**config.mk**
```make
export PLATFORM = sky130hd
export DESIGN_NAME = converter_config_registers
export DESIGN_NICKNAME = d
export VERILOG_FILES = /design/src/design/conv_regs_pkg.sv /design/src/design/sync_if.sv /design/src/design/input_sync.sv /design/src/design/converter_config_registers.sv
export VERILOG_INCLUDE_DIRS = /design/src /design/src/design
export SDC_FILE = /design/constraint.sdc
export NUM_CORES = 1
export LEC_CHECK = 0
export ABC_AREA = 1
export BUFFER_PORTS_ARGS = -buffer_cell sky130_fd_sc_hd__clkbuf_2
export CELL_PAD_IN_SITES_DETAIL_PLACEMENT = 0
export CELL_PAD_IN_SITES_GLOBAL_PLACEMENT = 1
export CORE_MARGIN = 4
export CORE_UTILIZATION = 35
export CTS_CLUSTER_DIAMETER = 200
export DETAILED_ROUTE_END_ITERATION = 7
export PLACE_DENSITY = 0.59
export SYNTH_ARGS = -nofsm -noshare
export SYNTH_HDL_FRONTEND = slang
export SYNTH_HIERARCHICAL = 1
export SYNTH_SLANG_ARGS = --single-unit
```
**constraint.sdc**
```tcl
create_clock -name clk -period 2.18 [get_ports clk]
set_clock_uncertainty 0.15 [all_clocks]
set_input_delay 0.109 -clock clk [delete_from_list [all_inputs] [get_ports clk]]
set_output_delay 0.109 -clock clk [all_outputs]
set_load 0.02 [all_outputs]
```
**src/design/conv_regs_consts.svh**
```systemverilog
// Function
// - control bit 6 picks low or high span
// - control bit 5 switches converter on or off
// - control bit 3 drives forced PWM enable
// - control bit 2 drives ramp PWM enable
// - control bits 1:0 pick scaling slew rate
// - control bits 7 and 4 stored, no effect
// - status bits 7:2 always read zero
// - overtemp flag sticky, read clears if gone
// - power-not-good flag sticky, read clears if gone
// - identification bits 7:4 fixed maker code
// - identification bits 3:2 major revision code
// - identification bits 1:0 minor revision code
// - setpoint bit 7 reads zero, 6:0 writable
// - setpoint A active while select low, reset 0x3c
// - setpoint B active while select high, reset 0x42
// - control resets 0x00 or 0x20 by variant
// - answer only 7-bit slave address 1110101b
// - unmapped register reads return 00h
// - write commits at falling edge of ack
`ifndef CONV_REGS_CONSTS_SVH
`define CONV_REGS_CONSTS_SVH

`define DEV_ADDR 7'h75
`define REG_CONTROL 8'h01
`define REG_STATUS 8'h02
`define REG_IDENT 8'h03
`define REG_SETPOINT_A 8'h04
`define REG_SETPOINT_B 8'h05

`define CTRL_RESET_OFF 8'h00
`define CTRL_RESET_ON 8'h20
`define SETPOINT_A_RESET 7'h3c
`define SETPOINT_B_RESET 7'h42
`define UNMAPPED_READ 8'h00

`define CTRL_RANGE_BIT 6
`define CTRL_ENABLE_BIT 5
`define CTRL_FORCED_PULSE_MOD_EN_BIT 3
`define CTRL_RAMP_PULSE_MOD_EN_BIT 2
`define CTRL_SLEW_HI 1
`define CTRL_SLEW_LO 0

`define SYNC_W 5
`define SYNC_SCL 4
`define SYNC_SDA 3
`define SYNC_SEL 2
`define SYNC_OT 1
`define SYNC_PNG 0
// bus lines idle high, so they start high to avoid a false start
`define SYNC_RESET 5'h18
`define BYTE_BITS 4'h8
`define LAST_TX_BIT 4'h7

`endif

```
**src/design/conv_regs_pkg.sv**
```systemverilog
package conv_regs_pkg;

    typedef enum logic [6:0] {
        ST_IDLE = 7'h01,
        ST_DEVADDR = 7'h02,
        ST_REGADDR = 7'h04,
        ST_WRDATA = 7'h08,
        ST_ACK = 7'h10,
        ST_RDDATA = 7'h20,
        ST_MACK = 7'h40
    } link_state_e;

    typedef struct packed {
        link_state_e state;
        link_state_e afterAck;
        logic [3:0] bitCnt;
        logic [7:0] shift;
        logic [7:0] txByte;
        logic [7:0] ptr;
        logic commitWrite;
        logic [7:0] control;
        logic [6:0] setpointA;
        logic [6:0] setpointB;
        logic [6:0] activeSetpoint;
        logic overtempFlag;
        logic powerNotGoodFlag;
        logic sclPrev;
        logic sdaPrev;
        logic sdaOe;
    } bank_state_s;

endpackage

```
**src/design/sync_if.sv**
```systemverilog
`timescale 1ns/1ps
interface sync_if #(
    parameter int W = 5
);
    logic [W-1:0] raw;
    logic [W-1:0] clean;

    modport producer (input raw, output clean);
    modport consumer (output raw, input clean);
endinterface

```
**src/design/input_sync.sv**
```systemverilog
`timescale 1ns/1ps
module input_sync #(
    parameter int W = 5,
    parameter logic [W-1:0] RESET_VAL = '0
) (
    // clock and reset
    input wire logic clk,
    input wire logic arst_n,
    // raw in, filtered out
    sync_if.producer bus
);
    typedef struct packed {
        logic [W-1:0] ff1;
        logic [W-1:0] ff2;
        logic [W-1:0] ff3;
        logic [W-1:0] out;
    } sync_state_s;

    sync_state_s s_reg;
    sync_state_s s_next;
    logic [W-1:0] outNext;

    // a change only counts once the second and third stage agree
    for (genvar i = 0; i < W; i++) begin : g_bit
        assign outNext[i] = (s_reg.ff2[i] == s_reg.ff3[i]) ? s_reg.ff3[i] : s_reg.out[i];
    end

    // one process owns the whole next-state copy, so it has a single driver
    always_comb begin
        s_next = s_reg;
        s_next.ff1 = bus.raw;
        s_next.ff2 = s_reg.ff1;
        s_next.ff3 = s_reg.ff2;
        s_next.out = outNext;
    end

    always_ff @(posedge clk or negedge arst_n) begin
        if (!arst_n) begin
            s_reg <= {RESET_VAL, RESET_VAL, RESET_VAL, RESET_VAL};
        end else begin
            s_reg <= s_next;
        end
    end

    assign bus.clean = s_reg.out;
endmodule

```
**src/design/converter_config_registers.sv**
```systemverilog
`timescale 1ns/1ps
`include "conv_regs_consts.svh"
module converter_config_registers #(
    parameter bit START_ENABLED = 1'b0,
    // arbitrary neutral maker code
    parameter logic [3:0] MAKER_CODE = 4'h9,
    parameter logic [1:0] MAJOR_REV = 2'h1,
    parameter logic [1:0] MINOR_REV = 2'h0
) (
    // clock and reset
    input wire logic clk,
    input wire logic arst_n,
    // serial bus pins
    input wire logic sclIn,
    input wire logic sdaIn,
    output logic sdaOut,
    output logic sdaOe,
    // pins and comparator levels
    input wire logic setpointSelectPin,
    input wire logic overtempEvent,
    input wire logic powerNotGoodEvent,
    // converter controls
    output logic rangeHigh,
    output logic converterEnable,
    output logic forcedPulseModEn,
    output logic rampPulseModEn,
    output logic [1:0] slewRate,
    output logic [6:0] activeSetpoint,
    // sticky flags
    output logic overtempFlag,
    output logic powerNotGoodFlag
);
    conv_regs_pkg::bank_state_s s_reg;
    conv_regs_pkg::bank_state_s s_next;

    localparam logic [7:0] CTRL_RESET = START_ENABLED ? `CTRL_RESET_ON : `CTRL_RESET_OFF;

    sync_if #(.W(`SYNC_W)) syncBus ();

    assign syncBus.raw = {sclIn, sdaIn, setpointSelectPin, overtempEvent, powerNotGoodEvent};

    input_sync #(
        .W(`SYNC_W),
        .RESET_VAL(`SYNC_RESET)
    ) u_sync (
        .clk(clk),
        .arst_n(arst_n),
        .bus(syncBus.producer)
    );

    logic scl;
    logic sda;
    logic selHigh;
    logic otLevel;
    logic pngLevel;

    assign scl = syncBus.clean[`SYNC_SCL];
    assign sda = syncBus.clean[`SYNC_SDA];
    assign selHigh = syncBus.clean[`SYNC_SEL];
    assign otLevel = syncBus.clean[`SYNC_OT];
    assign pngLevel = syncBus.clean[`SYNC_PNG];

    function automatic logic [7:0] readValue(input conv_regs_pkg::bank_state_s s);
        logic [7:0] v;
        v = `UNMAPPED_READ;
        case (s.ptr)
            `REG_CONTROL: begin
                v = s.control;
            end
            `REG_STATUS: begin
                v = {6'h00, s.overtempFlag, s.powerNotGoodFlag};
            end
            `REG_IDENT: begin
                v = {MAKER_CODE, MAJOR_REV, MINOR_REV};
            end
            `REG_SETPOINT_A: begin
                v = {1'b0, s.setpointA};
            end
            `REG_SETPOINT_B: begin
                v = {1'b0, s.setpointB};
            end
            default: begin
                v = `UNMAPPED_READ;
            end
        endcase
        return v;
    endfunction

    logic sclRise;
    logic sclFall;
    logic startCond;
    logic stopCond;

    assign sclRise = scl & ~s_reg.sclPrev;
    assign sclFall = ~scl & s_reg.sclPrev;
    assign startCond = scl & s_reg.sclPrev & s_reg.sdaPrev & ~sda;
    assign stopCond = scl & s_reg.sclPrev & ~s_reg.sdaPrev & sda;

    always_comb begin
        logic [7:0] loadVal;
        logic statusRead;
        loadVal = readValue(s_reg);
        statusRead = 1'b0;
        s_next = s_reg;
        s_next.sclPrev = scl;
        s_next.sdaPrev = sda;

        if (startCond) begin
            // repeated start lands here too
            s_next.state = conv_regs_pkg::ST_DEVADDR;
            s_next.bitCnt = 4'h0;
            s_next.sdaOe = 1'b0;
        end else if (stopCond) begin
            s_next.state = conv_regs_pkg::ST_IDLE;
            s_next.sdaOe = 1'b0;
        end else begin
            case (s_reg.state)
                conv_regs_pkg::ST_IDLE: begin
                    s_next.sdaOe = 1'b0;
                end
                conv_regs_pkg::ST_DEVADDR,
                conv_regs_pkg::ST_REGADDR,
                conv_regs_pkg::ST_WRDATA: begin
                    if (sclRise && s_reg.bitCnt != `BYTE_BITS) begin
                        s_next.shift = {s_reg.shift[6:0], sda};
                        s_next.bitCnt = s_reg.bitCnt + 4'h1;
                    end else if (sclFall && s_reg.bitCnt == `BYTE_BITS) begin
                        s_next.bitCnt = 4'h0;
                        s_next.state = conv_regs_pkg::ST_ACK;
                        s_next.sdaOe = 1'b1;
                        s_next.commitWrite = 1'b0;
                        if (s_reg.state == conv_regs_pkg::ST_DEVADDR) begin
                            if (s_reg.shift[7:1] == `DEV_ADDR) begin
                                s_next.afterAck = s_reg.shift[0] ? conv_regs_pkg::ST_RDDATA
                                                                 : conv_regs_pkg::ST_REGADDR;
                            end else begin
                                // other address: stay off the bus until next start
                                s_next.state = conv_regs_pkg::ST_IDLE;
                                s_next.sdaOe = 1'b0;
                            end
                        end else if (s_reg.state == conv_regs_pkg::ST_REGADDR) begin
                            s_next.ptr = s_reg.shift;
                            s_next.afterAck = conv_regs_pkg::ST_WRDATA;
                        end else begin
                            s_next.afterAck = conv_regs_pkg::ST_WRDATA;
                            s_next.commitWrite = 1'b1;
                        end
                    end
                end
                conv_regs_pkg::ST_ACK: begin
                    if (sclFall) begin
                        s_next.sdaOe = 1'b0;
                        s_next.state = s_reg.afterAck;
                        s_next.bitCnt = 4'h0;
                        if (s_reg.commitWrite) begin
                            case (s_reg.ptr)
                                `REG_CONTROL: begin
                                    s_next.control = s_reg.shift;
                                end
                                `REG_SETPOINT_A: begin
                                    s_next.setpointA = s_reg.shift[6:0];
                                end
                                `REG_SETPOINT_B: begin
                                    s_next.setpointB = s_reg.shift[6:0];
                                end
                                default: begin
                                    s_next.setpointA = s_reg.setpointA;
                                end
                            endcase
                            s_next.ptr = s_reg.ptr + 8'h01;
                            s_next.commitWrite = 1'b0;
                        end
                        if (s_reg.afterAck == conv_regs_pkg::ST_RDDATA) begin
                            s_next.txByte = loadVal;
                            s_next.sdaOe = ~loadVal[7];
                            s_next.ptr = s_reg.ptr + 8'h01;
                            statusRead = (s_reg.ptr == `REG_STATUS);
                        end
                    end
                end
                conv_regs_pkg::ST_RDDATA: begin
                    if (sclFall) begin
                        if (s_reg.bitCnt == `LAST_TX_BIT) begin
                            s_next.state = conv_regs_pkg::ST_MACK;
                            s_next.sdaOe = 1'b0;
                        end else begin
                            s_next.txByte = {s_reg.txByte[6:0], 1'b0};
                            s_next.sdaOe = ~s_reg.txByte[6];
                            s_next.bitCnt = s_reg.bitCnt + 4'h1;
                        end
                    end
                end
                conv_regs_pkg::ST_MACK: begin
                    if (sclRise) begin
                        // master's acknowledge kept in the shift register
                        s_next.shift = {7'h00, sda};
                    end else if (sclFall) begin
                        s_next.bitCnt = 4'h0;
                        if (s_reg.shift[0]) begin
                            s_next.state = conv_regs_pkg::ST_IDLE;
                        end else begin
                            s_next.state = conv_regs_pkg::ST_RDDATA;
                            s_next.txByte = loadVal;
                            s_next.sdaOe = ~loadVal[7];
                            s_next.ptr = s_reg.ptr + 8'h01;
                            statusRead = (s_reg.ptr == `REG_STATUS);
                        end
                    end
                end
                default: begin
                    s_next.state = conv_regs_pkg::ST_IDLE;
                    s_next.sdaOe = 1'b0;
                end
            endcase
        end

        // a live condition re-sets the flag, so it outlasts the read
        s_next.overtempFlag = otLevel | (s_reg.overtempFlag & ~statusRead);
        s_next.powerNotGoodFlag = pngLevel | (s_reg.powerNotGoodFlag & ~statusRead);

        s_next.activeSetpoint = selHigh ? s_reg.setpointB : s_reg.setpointA;
    end

    always_ff @(posedge clk or negedge arst_n) begin
        if (!arst_n) begin
            s_reg <= '0;
            s_reg.state <= conv_regs_pkg::ST_IDLE;
            s_reg.afterAck <= conv_regs_pkg::ST_IDLE;
            s_reg.control <= CTRL_RESET;
            s_reg.setpointA <= `SETPOINT_A_RESET;
            s_reg.setpointB <= `SETPOINT_B_RESET;
            s_reg.activeSetpoint <= `SETPOINT_A_RESET;
            s_reg.sclPrev <= 1'b1;
            s_reg.sdaPrev <= 1'b1;
        end else begin
            s_reg <= s_next;
        end
    end

    // open drain: only ever pulls low
    assign sdaOut = 1'b0;
    assign sdaOe = s_reg.sdaOe;

    assign rangeHigh = s_reg.control[`CTRL_RANGE_BIT];
    assign converterEnable = s_reg.control[`CTRL_ENABLE_BIT];
    assign forcedPulseModEn = s_reg.control[`CTRL_FORCED_PULSE_MOD_EN_BIT];
    assign rampPulseModEn = s_reg.control[`CTRL_RAMP_PULSE_MOD_EN_BIT];
    assign slewRate = s_reg.control[`CTRL_SLEW_HI:`CTRL_SLEW_LO];
    assign activeSetpoint = s_reg.activeSetpoint;
    assign overtempFlag = s_reg.overtempFlag;
    assign powerNotGoodFlag = s_reg.powerNotGoodFlag;
endmodule

```
After elaboration in Yosys (flattened, before gate mapping):

Index checks and enable logic that the tools add are counted.

* $lt $le $gt $ge: 0
* muxes and demuxes: 71
* equal/unequal tests: 51
* div/mod/pow operators: 0
* multipliers: 0
* bitwise operators: 21
* shift-type cells: 0
* add/subtract/negate cells: 2
* reduce and logical (&&, ||, !) cells: 19

Operators with widths (number)
* $mux W7: 13
* $mux W16: 4
* $mux W51: 1
* $mux W8: 6
* $pmux W8 S3: 2
* $ne A4 B4 Y1 const B: 10
* $pmux W8 S5: 1
* $mux W39: 1
* $reduce_and A6 Y1: 6
* $pmux W7 S5: 1
* $mux W31: 1
* $ne A2 B2 Y1 const B: 14
* $mux W9: 3
* $mux W4: 6
* $mux W22: 1
* $mux W1: 21
* $mux W18: 1
* $eq A8 B2 Y1 const B: 2
* $eq A8 B3 Y1 const B: 2
* $pmux W4 S4: 1
* $pmux W8 S2: 1
* $ne A3 B3 Y1 const B: 5
* $eq A7 B6 Y1 const B: 2
* $eq A7 B7 Y1 const B: 2
* other kinds (30): 57

* bits of input ports: 7
* flip-flop bits (word level): 97
* bits in latches: 0
* memory bits (read-only): 0
* memories: 0
* bits in writable memories: 0

Longest topological paths before layout:

* word-level depth: 10
* mapped depth: 13

Cells and area by module:

Netlist, hierarchy kept.

Modules (own cells, without submodules)
* converter_config_registers: cells each 571, instances 1, area an instance 4381.7 sq um
* input_sync: cells each 45, instances 1, area an instance 629.4 sq um

Least setup slack after synthesis:

No wires, ideal clock.

* kind: reg2reg
* start point: reg u_sync.s_reg (netlist bit u_sync/bus.clean[4])
* end point: reg s_reg[62] (netlist bit)
* data required time: 1.913 ns
* cell stages (with the launch flop): 10
* setup slack: 0.346 ns
* library setup time: 0.117 ns
* arrival: 1.567 ns
* path through: dfstp_2 buf_4 nand2_1 nor3_4 nor2_4 buf_6 a21oi_2 nand2_2 nand2_1 nand2_1

* cells in the longest elaborated chain, start to end: 7
* elaborated cells on any way between the ends: 23

Ends and longest elaborated chain
* start, declared: RTL line input_sync.sv:19 `sync_state_s s_reg;`
* start signal, assigned: RTL line input_sync.sv:39 `s_reg <= {RESET_VAL, RESET_VAL, RESET_VAL, RESET_VAL};`
* start signal, assigned: RTL line input_sync.sv:41 `s_reg <= s_next;`
* $not A1 Y1: RTL line converter_config_registers.sv:95 `assign sclFall = ~scl & s_reg.sclPrev;`
* $and A1 B1 Y1: RTL line converter_config_registers.sv:95
* $mux W4 (2 in a row)
* $pmux W4 S4: RTL line converter_config_registers.sv:117 `case (s_reg.state)`
* $mux W51: RTL line converter_config_registers.sv:113 `end else if (stopCond) begin`
* $mux W4: RTL line converter_config_registers.sv:108 `if (startCond) begin`
* end signal, assigned: RTL line converter_config_registers.sv:236 `s_reg <= s_next;`
* end, declared: RTL line converter_config_registers.sv:33 `conv_regs_pkg::bank_state_s s_reg;`

Parallel ways exist; a longest one is shown, timed or not. The select of a mux whose other input is x is not followed.
A chain may end at the register's enable or synchronous reset.

Final worst setup path:

* start point: reg u_sync.s_reg (netlist bit u_sync/bus.clean[3])
* end point: reg s_reg[75] (netlist bit)

* cells in the longest elaborated chain, start to end: 4
* elaborated cells on any way between the ends: 14

Ends and longest elaborated chain
* $not A1 Y1: RTL line converter_config_registers.sv:96 `assign startCond = scl & s_reg.sclPrev & s_reg.sdaPrev & ~sda;`
* $and A1 B1 Y1: RTL line converter_config_registers.sv:96
* $ne A4 B4 Y1 (no source line) or $ne A3 B3 Y1 (tied branches)
* $reduce_and A8 Y1 (no source line)

Parallel ways exist; a longest one is shown, timed or not.

==> impl_metrics.csv <==
group,metric,value,unit
outcome,outcome,"completed",
clock_tree,insertion_delay,350,ps
sta,hold_ws,118,ps
worst_setup_path,critPathArrivalTime,2120,ps
worst_setup_path,slowest_delay,590,ps
worst_setup_path,critical_path.top_delay_family,"flip-flops",
placed_design,placedCellCount,812,
global_routing,grtUsageTotal,16.1,%
drt,drc,0,
synth,synth-edff-count,0,
clock_tree,root_buffer,"clkbuf_16",
floorplanning,rows,43,
hold_path,hp-class,"input pin to async pin",
final_layout,largest_reg_flops,57,
synth,yosys_warnings,6,
floorplanning,coreArea,0.0139,mm²
placed_design,io_buffers,22,
synth,synth_area_leaders,"dfrtp_1, nand2_1, dfstp_2, inv_1, nand3_1",
placed_design,gp_congestion,0.822,
drt,viasPerCell,4.76,
synth,ys_ff_latch,93,
global_routing,grt_pass1_wl,20700,µm
sta,setup_tns,0,ps
clock_tree,cts_sinks,93,
sta,finalSetupViolations,0,
global_routing,grt_remaining_overflow,0,
worst_setup_path,cp_num_buf_inv,2,
power_and_ir_drop,powerDensity,814,mW/mm²
final_layout,layout.nets,668,
worst_setup_path,start_kind,"register",
floorplanning,chipHeight,128,µm
placed_design,pre_cts_ws,63.7,ps
synth,synthArstFlopShare,100,%
sta,finalHoldViolations,0,
run,maxCapViolCount,0,
clock_tree,htreeDepth,3,
synth,yosysTopAreaCell,"dfrtp_1",
placed_design,place_area,0.00531,mm²
final_layout,layout.cells.non_filler,840,
final_layout,register_area,0.00235,mm²
final_layout,fill_cells,1437,
drt,first_iter_violations,241,
placed_design,place_hpwl,9310,µm
worst_setup_path,worstPathRequired,2260,ps
drt,num_vias,4001,
power_and_ir_drop,power,4.69,mW
final_layout,drive_above_1_share,22.1,%
global_routing,grt_max_degree,40,
worst_setup_path,crit_top_cell,"nor2_4",
sta,min_period,2040,ps
worst_setup_path,slowest_stage,"dfstp_2",
synth,syn_area,0.00501,mm²
drt,drt-total-wl,12300,µm
final_layout,multiInputGateArea,0.00224,mm²
final_layout,syn_to_final_growth,15.0,%
clock_tree,clockBufferDepth,2,
power_and_ir_drop,ir_drop,0.371,mV
worst_setup_path,cp-end-kind,"register",
synth,yosysSeqAreaShare,47.0,%
sta,slew_viol_final,0,
power_and_ir_drop,power_leakage,2.86,nW
clock_tree,clkTransAtPathRegs,70,ps
final_layout,design_area,0.00576,mm²
final_layout,finish.utilization,41.4,%
worst_setup_path,path_cells,"nor3_4, buf_4, nor2_4, inv_2, o21ai_2, nor2_4, nand2_1, o21ai_0",
sta,rsz0062_at_grt,"false",
floorplanning,start_util,36.0,%
clock_tree,cts_made_buffers,9,
global_routing,antenna_found_initial,0,
synth,synth.most_common_cell,"nand2_1",
synth,ys_top_cells_by_count,"nand2_1, dfrtp_1, inv_1, nor2_1, nand3_1",
synth,synth_area_per_cell,8.13,µm²
floorplanning,fp.dieW,128,µm
clock_tree,cts_tree,"yes",
synth,synth_cells,616,
synth,syn-num-nets,629,
global_routing,grt_pass1_vias,3969,
synth,synthDistinctLibCells,41,
sta,worst_slack,140,ps
synth,synth_ff_type,"dfrtp_1",
drt,route.detailed.wl_per_inst,14.7,µm
worst_setup_path,worst-setup-path-type,"register to register",
sta,final.period_utilization,93.6,%
floorplanning,die-area,0.0163,mm²
floorplanning,io_pins,24,
synth,synth.top_cell.area_share,35.5,%
worst_setup_path,path_max_fanout,12,
final_layout,n_antenna_cell,0,
drt,ant_nets,0,
sta,fmax,0.490,GHz
drt,first_pass_iters,7,
==> layout by cell type (no fill, tap or decap), types with 3 or more instances in the layout <==
cell / n
a21oi_1: 14
buf_4: 22
clkbuf_16: 9
clkbuf_2: 21
dfrtp_1: 71
dfstp_2: 22
dlygate4sd3_1: 6
ha_1: 6
inv_1: 66
inv_2: 6
inv_6: 3
mux2_2: 7
nand2_1: 188
nand2_2: 8
nand2_4: 4
nand3_1: 46
nand3_2: 4
nand4_1: 12
nor2_1: 52
nor2_2: 6
nor2_4: 8
nor3_1: 6
nor3_4: 3
o21ai_0: 31
o21ai_2: 10
==> worst paths after layout <==
kind	from	to	slack, ps	cells after the start
max	u_sync/bus.clean[3]	s_reg[75]	140	8
min	arst_n	s_reg[37]	120	2
max reg2reg	u_sync/bus.clean[3]	s_reg[75]	140	8
min reg2reg	u_sync/s_next[12]	u_sync/s_next[7]	200	0
max in group asynchronous	arst_n	s_reg[70]	1060	3
min in group clk	u_sync/s_next[12]	u_sync/s_next[7]	200	0
==> report_power, final <==
part / internal (mW) / switching, mW
clock network: 0.943 / 0.716
registers: 1.88 / 0.137
logic: 0.328 / 0.691
==> per-layer routing <==
metal	vias to the layer above	wire length, µm	share of wire [%]	GRT usage, %
li1	2031	-	-	-
met1	1883	6190	50	22.5
met2	71	5560	45	25.3
met3	16	366	3.0	2.08
met4	0	238	1.9	6.37
met5	-	0	0	0
==> cells by family after synthesis <==
logic type | after synthesis | share of synthesized area [%]
flops | 93 | 47.0
compound gates | 64 | 7.52
simple gates | 344 | 32.4
mux | 8 | 1.87
xor+xnor | 4 | 0.699
fa+ha+maj | 6 | 1.50
buf+inv | 96 | 8.99
other cells | 1 | 0.0748
==> layout make-up <==
type / count / share of cell area, %
Clock buffer: 10 / 4.15
Clock inverter: 6 / 1.32
Inverter: 73 / 4.75
Multi-Input combinational cell: 428 / 38.9
Sequential cell: 93 / 40.9
Tap cell: 180 / 3.91
Timing Repair Buffer: 50 / 6.08
==> timing repair <==
item,in CTS,in global routing
resized for setup,0,10
hold endpoints to repair,67,0
setup buffers,0,5
hold buffers,6,0
endpoints found under the setup margin,0,10
No activity file was read; power rests on OpenSTA's default activity.
